### src/hdl/owd_consts.svh
// Summary of operation
// - restart bus watchdog only on accepted exchange
// - bus watchdog expiry forces outputs false
// - application watchdog fires on local silence
// - both watchdogs default to 100 ms
// - tick lasts divider plus two base periods
// - shared tick, separate count per watchdog
// - divider resets to 2498, 100 us tick
// - bus watchdog count resets to 1000
// - count 0..65535, divider 1..65535 accepted
// - bus watchdog count zero disables it
// - power-on enters init, no traffic allowed
// - init to configuration checks mailbox setup
// - configuration state: mailbox yes, process data no
// - check setup, copy inputs before inputs-only
// - inputs-only: traffic allowed, outputs held safe
// - running state drives master outputs to pins
// - boot state entered only from init
// - boot allows file-transfer mailbox only
`ifndef OWD_CONSTS_SVH
`define OWD_CONSTS_SVH

// register offsets on the register port
`define OWD_REG_TICK_DIV 12'h400
`define OWD_REG_APP_WD 12'h410
`define OWD_REG_SYNC_WD 12'h420

// reset values
`define OWD_TICK_DIV_RST 16'h09C2
`define OWD_SYNC_WD_RST 16'h03E8
`define OWD_APP_WD_RST 16'h03E8

// timing: core clock, watchdog base clock, extra base periods per tick
`define OWD_CORE_FREQ_MHZ 40
`define OWD_BASE_FREQ_MHZ 25
`define OWD_CORE_PERIOD_NS (1000 / `OWD_CORE_FREQ_MHZ)
`define OWD_BASE_PERIOD_NS (1000 / `OWD_BASE_FREQ_MHZ)
`define OWD_TICK_EXTRA 2

// state codes on the request and report ports
`define OWD_CODE_INIT 4'h1
`define OWD_CODE_CONFIG 4'h2
`define OWD_CODE_INPUTS 4'h4
`define OWD_CODE_RUN 4'h8
`define OWD_CODE_BOOT 4'h3

`endif

### src/hdl/owd_pkg.sv
package owd_pkg;

  // slave communication states
  typedef enum logic [2:0] {
    s_init,
    s_configuration,
    s_inputs_only,
    s_running,
    s_boot
  } owd_slave_state_t;

endpackage

### src/hdl/owd_tick_gen.sv
`timescale 1ns/100ps
`include "owd_consts.svh"
module owd_tick_gen (
  input wire logic core_clk,
  input wire logic reset,
  input wire logic [15:0] divider,
  output logic tick
);

  typedef struct packed {
    logic [7:0] acc;
    logic [16:0] cnt;
    logic tick;
  } owd_tick_st_t;

  owd_tick_st_t q;
  owd_tick_st_t d;

  // fractional step turns the core clock into base periods, then count them
  always_comb begin
    d = q;
    d.tick = 1'b0;
    d.acc = q.acc + 8'(`OWD_CORE_PERIOD_NS);
    if (d.acc >= 8'(`OWD_BASE_PERIOD_NS)) begin
      d.acc = d.acc - 8'(`OWD_BASE_PERIOD_NS);
      if (q.cnt >= {1'b0, divider} + 17'(`OWD_TICK_EXTRA - 1)) begin
        d.cnt = 17'h0_0000;
        d.tick = 1'b1;
      end else begin
        d.cnt = q.cnt + 17'h0_0001;
      end
    end
  end

  // state register
  always_ff @(posedge core_clk) begin
    if (reset) begin
      q <= '0;
    end else begin
      q <= d;
    end
  end

  assign tick = q.tick;
endmodule

### src/hdl/owd_top.sv
`timescale 1ns/100ps
`include "owd_consts.svh"
module owd_top #(
  parameter int IO_W = 8
) (
  input wire logic core_clk,
  input wire logic reset,
  input wire logic reg_wr,
  input wire logic reg_rd,
  input wire logic [11:0] reg_addr,
  input wire logic [15:0] reg_wdata,
  output logic [15:0] reg_rdata,
  input wire logic state_req_valid,
  input wire logic [3:0] state_req,
  output logic [3:0] state_code,
  output logic state_err,
  input wire logic mbx_cfg_ok,
  input wire logic pd_cfg_ok,
  input wire logic clk_sync_ok,
  input wire logic mbx_req,
  input wire logic mbx_file,
  output logic mbx_ack,
  output logic mbx_nak,
  input wire logic pd_req,
  input wire logic [IO_W-1:0] pd_wdata,
  output logic [IO_W-1:0] pd_rdata,
  output logic pd_ack,
  output logic pd_nak,
  input wire logic app_access,
  input wire logic [IO_W-1:0] in_pins,
  output logic [IO_W-1:0] out_pins,
  output logic sync_wd_expired,
  output logic app_wd_expired
);

  typedef struct packed {
    owd_pkg::owd_slave_state_t st;
    logic [15:0] tick_div;
    logic [15:0] app_time;
    logic [15:0] sync_time;
    logic [15:0] sync_cnt;
    logic [15:0] app_cnt;
    logic sync_exp;
    logic app_exp;
    logic [IO_W-1:0] s1;
    logic [IO_W-1:0] s2;
    logic [IO_W-1:0] s3;
    logic [IO_W-1:0] in_stable;
    logic [IO_W-1:0] in_image;
    logic [IO_W-1:0] out_latch;
    logic [IO_W-1:0] out_pins;
    logic [15:0] rdata;
    logic [3:0] code;
    logic pd_ack;
    logic pd_nak;
    logic mbx_ack;
    logic mbx_nak;
    logic err;
  } owd_core_t;

  owd_core_t q;
  owd_core_t d;
  logic tick;
  logic pd_ok;
  logic pd_accept;
  logic mbx_ok;
  logic [16:0] sync_step;
  logic [16:0] app_step;

  // one watchdog step: returns {expired, count}
  function automatic logic [16:0] owd_wd_step(
    input logic [15:0] limit,
    input logic [15:0] cnt,
    input logic exp,
    input logic restart,
    input logic tk
  );
    logic [16:0] r;
    r = {exp, cnt};
    if (limit == 16'h0000) begin
      r = 17'h0_0000;
    end else if (restart) begin
      r = 17'h0_0000;
    end else if (tk && !exp) begin
      if ({1'b0, cnt} + 17'h0_0001 >= {1'b0, limit}) begin
        r = {1'b1, cnt};
      end else begin
        r = {1'b0, cnt + 16'h0001};
      end
    end
    return r;
  endfunction

  // state report code
  function automatic logic [3:0] owd_code_of(input owd_pkg::owd_slave_state_t s);
    case (s)
      owd_pkg::s_init: owd_code_of = `OWD_CODE_INIT;
      owd_pkg::s_configuration: owd_code_of = `OWD_CODE_CONFIG;
      owd_pkg::s_inputs_only: owd_code_of = `OWD_CODE_INPUTS;
      owd_pkg::s_running: owd_code_of = `OWD_CODE_RUN;
      owd_pkg::s_boot: owd_code_of = `OWD_CODE_BOOT;
      default: owd_code_of = `OWD_CODE_INIT;
    endcase
  endfunction

  owd_tick_gen u_tick (
    .core_clk(core_clk),
    .reset(reset),
    .divider(q.tick_div),
    .tick(tick)
  );

  // traffic gating per state
  always_comb begin
    pd_ok = (q.st == owd_pkg::s_inputs_only) || (q.st == owd_pkg::s_running);
    pd_accept = pd_req && pd_ok;
    mbx_ok = (q.st == owd_pkg::s_configuration) || pd_ok ||
             ((q.st == owd_pkg::s_boot) && mbx_file);
    sync_step = owd_wd_step(q.sync_time, q.sync_cnt, q.sync_exp, pd_accept, tick);
    app_step = owd_wd_step(q.app_time, q.app_cnt, q.app_exp, app_access, tick);
  end

  // next state of the whole block
  always_comb begin
    d = q;
    d.pd_ack = pd_accept;
    d.pd_nak = pd_req && !pd_ok;
    d.mbx_ack = mbx_req && mbx_ok;
    d.mbx_nak = mbx_req && !mbx_ok;

    // pin inputs: three stages, a change counts once stages two and three agree
    d.s1 = in_pins;
    d.s2 = q.s1;
    d.s3 = q.s2;
    d.in_stable = (q.s2 & q.s3) | (q.in_stable & (q.s2 | q.s3));

    // register port writes
    if (reg_wr) begin
      case (reg_addr)
        `OWD_REG_TICK_DIV: begin
          if (reg_wdata != 16'h0000) begin
            d.tick_div = reg_wdata;
          end
        end
        `OWD_REG_APP_WD: d.app_time = reg_wdata;
        `OWD_REG_SYNC_WD: d.sync_time = reg_wdata;
        default: d.err = q.err;
      endcase
    end

    // register port reads, unmapped reads as zero
    if (reg_rd) begin
      case (reg_addr)
        `OWD_REG_TICK_DIV: d.rdata = q.tick_div;
        `OWD_REG_APP_WD: d.rdata = q.app_time;
        `OWD_REG_SYNC_WD: d.rdata = q.sync_time;
        default: d.rdata = 16'h0000;
      endcase
    end

    // watchdog counters
    // zero count keeps the watchdog off
    {d.sync_exp, d.sync_cnt} = sync_step;
    {d.app_exp, d.app_cnt} = app_step;

    // accepted output data is latched
    if (pd_accept) begin
      d.out_latch = pd_wdata;
    end

    if (pd_ok) begin
      d.in_image = q.in_stable;
    end

    if (state_req_valid) begin
      d.err = 1'b1;
      case (state_req)
        `OWD_CODE_INIT: begin
          d.st = owd_pkg::s_init;
          d.err = 1'b0;
        end
        `OWD_CODE_CONFIG: begin
          if ((q.st == owd_pkg::s_init && mbx_cfg_ok) || pd_ok ||
              q.st == owd_pkg::s_configuration) begin
            d.st = owd_pkg::s_configuration;
            d.err = 1'b0;
          end
        end
        `OWD_CODE_INPUTS: begin
          // checks, then inputs copied with the state change
          if (q.st == owd_pkg::s_configuration && pd_cfg_ok && clk_sync_ok) begin
            d.in_image = q.in_stable;
            d.st = owd_pkg::s_inputs_only;
            d.err = 1'b0;
          end else if (pd_ok) begin
            d.st = owd_pkg::s_inputs_only;
            d.err = 1'b0;
          end
        end
        `OWD_CODE_RUN: begin
          if (pd_ok) begin
            d.st = owd_pkg::s_running;
            d.err = 1'b0;
          end
        end
        `OWD_CODE_BOOT: begin
          if (q.st == owd_pkg::s_init || q.st == owd_pkg::s_boot) begin
            d.st = owd_pkg::s_boot;
            d.err = 1'b0;
          end
        end
        default: d.err = 1'b1;
      endcase
    end
    d.code = owd_code_of(d.st);

    if (d.st == owd_pkg::s_running && !d.sync_exp) begin
      d.out_pins = d.out_latch;
    end else begin
      d.out_pins = '0;
    end
  end

  // state register
  always_ff @(posedge core_clk) begin
    if (reset) begin
      q <= '0;
      q.st <= owd_pkg::s_init;
      q.code <= `OWD_CODE_INIT;
      q.tick_div <= `OWD_TICK_DIV_RST;
      q.sync_time <= `OWD_SYNC_WD_RST;
      q.app_time <= `OWD_APP_WD_RST;
    end else begin
      q <= d;
    end
  end

  // outputs straight from the state register
  assign reg_rdata = q.rdata;
  assign state_code = q.code;
  assign state_err = q.err;
  assign mbx_ack = q.mbx_ack;
  assign mbx_nak = q.mbx_nak;
  assign pd_rdata = q.in_image;
  assign pd_ack = q.pd_ack;
  assign pd_nak = q.pd_nak;
  assign out_pins = q.out_pins;
  assign sync_wd_expired = q.sync_exp;
  assign app_wd_expired = q.app_exp;
endmodule

### config.mk
export PLATFORM = sky130hd
export DESIGN_NAME = owd_top
export DESIGN_NICKNAME = d
export VERILOG_FILES = /design/src/hdl/owd_pkg.sv /design/src/hdl/owd_tick_gen.sv /design/src/hdl/owd_top.sv
export VERILOG_INCLUDE_DIRS = /design/src /design/src/hdl
export SDC_FILE = /design/constraint.sdc
export NUM_CORES = 1
export LEC_CHECK = 0
export ABC_CLOCK_PERIOD_IN_PS = 7100
export BUFFER_PORTS_ARGS = -buffer_cell sky130_fd_sc_hd__buf_2
export CAP_MARGIN = 40
export CORE_MARGIN = 5
export CORE_UTILIZATION = 64
export DETAILED_ROUTE_END_ITERATION = 10
export GPL_ROUTABILITY_DRIVEN = 1
export GPL_TIMING_DRIVEN = 0
export PLACE_DENSITY = 0.86
export REMOVE_ABC_BUFFERS = 1
export SLEW_MARGIN = 20
export SYNTH_ARGS = -nofsm -noshare
export SYNTH_HDL_FRONTEND = slang
export SYNTH_SLANG_ARGS = --single-unit
### constraint.sdc
create_clock -name core_clk -period 7.1 [get_ports core_clk]
set_input_delay 0.71 -clock core_clk [delete_from_list [all_inputs] [get_ports core_clk]]
set_output_delay 0.71 -clock core_clk [all_outputs]
set_load 0.01 [all_outputs]
==> summary.md <==
| Metric | Value |
|---|---|
| Status | `finished, final reports clean` |
| Crit end category | `flop` |
| Syn. warnings | `0` |
| DRT antenna net count | `0` |
| Post-route setup TNS | `0 ps` |
| Final min period | `4154 ps` |
| CTS hold repair buffers | `0` |
| Fill count | `1236` |
| Largest net degree at the start of global routing | `102` |
| Pins Over Slew Limit | `0` |
| Mean post-synth cell area | `8.356 um2` |
| Final setup vio count | `0` |
| Hold Fails Final Rpt | `0` |
| Port bufs | `102` |
| Drt pass-1 iters | `6` |
| Yosys top cell area share | `0.3767` |
| Share of cells above drive strength 1 | `0.1271` |
| Clk sink count | `192` |
| Final Total Pwr | `0.002448 W` |
| Relative slew slack | `0.4481` |
| Boundary pin count | `103` |
| Drt drc | `0` |
| Die Width | `136.3 um` |
| Antenna violations before repair | `1` |
| Die Ht | `136.3 um` |
| RSZ-0062 raised after global routing | `no` |
| CTS resizes | `0` |
| Cell Rows | `46` |
| Area contributors post-synth | `dfxtp_1 (38%), ha_1 (6.9%), nand2_1 (5.4%), a21oi_1 (4.4%), mux2i_1 (4.3%)` |
| Util after Layout | `0.7106` |
| Top FF cell, synth | `dfxtp_1` |
| Vias in the first global route | `8380` |
| Worst skew pair latency | `450 ps` |
| Initial Utilization | `0.6469` |
| Post-synthesis sequential area ratio | `0.3767` |
| Cell mode on critical path | `ha_1` |
| Die area | `18570 um2` |
| H-tree levels | `4` |
| Worst slew pin tran | `827.8 ps` |
| WS Path Type | `flop to flop` |
| Setup bufs post-CTS | `0` |
| Commonest cells post-synth | `dfxtp_1 (192), nand2_1 (146), a21oi_1 (89), nor2_1 (85), nand3_1 (59)` |
| Mapped Area | `10200 um2` |
| Slowest cell on the critical path | `or4_4` |
| Gpl congestion | `0.9139` |
| TritonCTS Buffers | `17` |
| Cells after Synth | `1221` |
| Max-cap violations | `0` |
| GRT Util Overall | `0.2767` |
| DR vias/cell | `6.154` |
| Synth async-reset ratio | `0` |
| Clock root cell | `clkbuf_16` |
| Count leader, synth | `dfxtp_1` |
| PD cells | `218.5 nW/um2` |
| Worst hold margin | `437.1 ps` |
| Routed wire length | `25500 um` |
| Period utilization | `0.5850` |
| Yosys top cell by area | `dfxtp_1` |
| Post-synth EDFFs | `0` |
| First-pass GRT wire length | `41560 um` |
| Setup crit start kind | `flop` |
| Post-Route Skew | `8.808 ps` |
| Leak pwr | `4.698 nW` |
| WL per Instance | `17.19 um` |
| Family with the most delay on the worst path | `simple AND/OR/NAND/NOR gates` |
| Max frequency | `0.2408 GHz` |
| Antenna diodes | `0` |
| HP Class | `flop to flop` |
| CTS clk-pin slew, worst paths | `80 ps` |
| Critical Path RT | `7470 ps` |
| GR Overflow Total | `0` |
| Vias | `9126` |
| Area Growth Syn to Fin | `9.848%` |
| Worst path cell trace | `ha_1 -> nand3_1 -> nor4_1 -> xor2_1 -> ha_1 -> a21o_1 -> a211o_1 -> a31o_1 -> or4_4 -> or4_1 -> a21oi_1` |
| Slowest stage delay, CP | `660 ps` |
| CP Max Fanout | `22` |
| Nets | `1370` |
| Post-Place Cell Area | `10550 um2` |
| TritonCTS clock tree | `done` |
| Synthesis-stage register bit count | `192` |
| Buffer levels on the longest clock path | `2` |
| Final Instance Area | `11210 um2` |
| Max VDD drop | `0.2409 mV` |
| Initial drt markers | `853` |
| Core area | `15770 um2` |
| CP arrival | `4520 ps` |
| Detail Placement HPWL | `17830 um` |
| WP buf/inv | `0` |
| Synth cell types | `66` |
## per-stage QoR
stage	cells	setup slack, ps
after floorplan	1126	3013
after global placement	1444	2138
after detailed placement	1448	3029
after CTS	1480	2997
after global routing	1483	2610
final	1483	2946
## metal layers
layer | global-route usage | wire (um) | vias to the layer above
li1 | - | - | 4363
met1 | 0.3583 | 10690 | 4297
met2 | 0.4620 | 11940 | 392
met3 | 0.05070 | 2136 | 72
met4 | 0.1013 | 713 | 2
met5 | 0 | 13 | -
## state kept, by name (all words and copies together), names as in the netlist, 4 cells and up
register,count
u_tick.q,25
reg_rdata,16
q,107
state_code,4
d,16
pd_rdata,8
out_pins,8
## power by group
group | internal [W] | switching [W] | total, W
combinational | 0.000129 | 0.000176 | 0.000305
sequential | 0.00110 | 0.0000341 | 0.00114
clock | 0.000496 | 0.000510 | 0.00101
total | 0.00173 | 0.000720 | 0.00245
## layout by cell type (no fill, tap or decap), drive strengths merged, types with 5 or more instances in the layout
cell type	instances
or3	7
nor2	85
and4	8
xor2	24
clkbuf	20
a41oi	5
nor3	29
nor3b	5
ha	56
o21ai	42
nand4	21
or2	7
mux2i	44
inv	54
a21oi	89
nand3	59
and3	15
nor2b	36
nand2	146
dfxtp	192
nand2b	21
a31oi	9
nand3b	15
or4	22
xnor2	37
clkinv	5
o31ai	19
a21o	6
nor4	25
a211oi	5
buf	105
## path summary, 6_finish.rpt
| check | startpoint | endpoint | slack (ps) | cells after the start |
|---|---|---|---|---|
| hold / removal | d[70]$_SDFF_PP0_ | d[62]$_SDFF_PP0_ | 440 | 1 |
| setup / recovery | q[99]$_SDFFE_PP0P_ | q[104]$_SDFFE_PP0P_ | 2950 | 11 |
| hold reg to reg | d[70]$_SDFF_PP0_ | d[62]$_SDFF_PP0_ | 440 | 1 |
| setup reg to reg | q[99]$_SDFFE_PP0P_ | q[104]$_SDFFE_PP0P_ | 2950 | 11 |
## cell type report
type,count,area (um2),area share
Clock inverter,15,214.0,0.01909
Timing Repair Buffer,109,590.6,0.05270
Tap cell,216,270.3,0.02412
Clock buffer,17,425.4,0.03796
Sequential cell,192,3844,0.3430
Inverter,44,165.2,0.01474
Multi-Input combinational cell,890,5698,0.5084
## cells by family (layout without fill, tap and decap cells)
kind of cell               Yosys count  count (layout)  share of synthesized area
and+or+nand+nor                    515             515                     0.2599
AOI/OAI and AO/OA                  211             211                     0.1285
DFF                                192             192                     0.3767
buffers and inverters              139             185                    0.06623
xor gates and xnor gates            61              61                    0.05237
adders and majority gates           56              56                    0.06868
muxes                               47              47                    0.04758
Note: power is estimated with default switching activity, not from simulation.
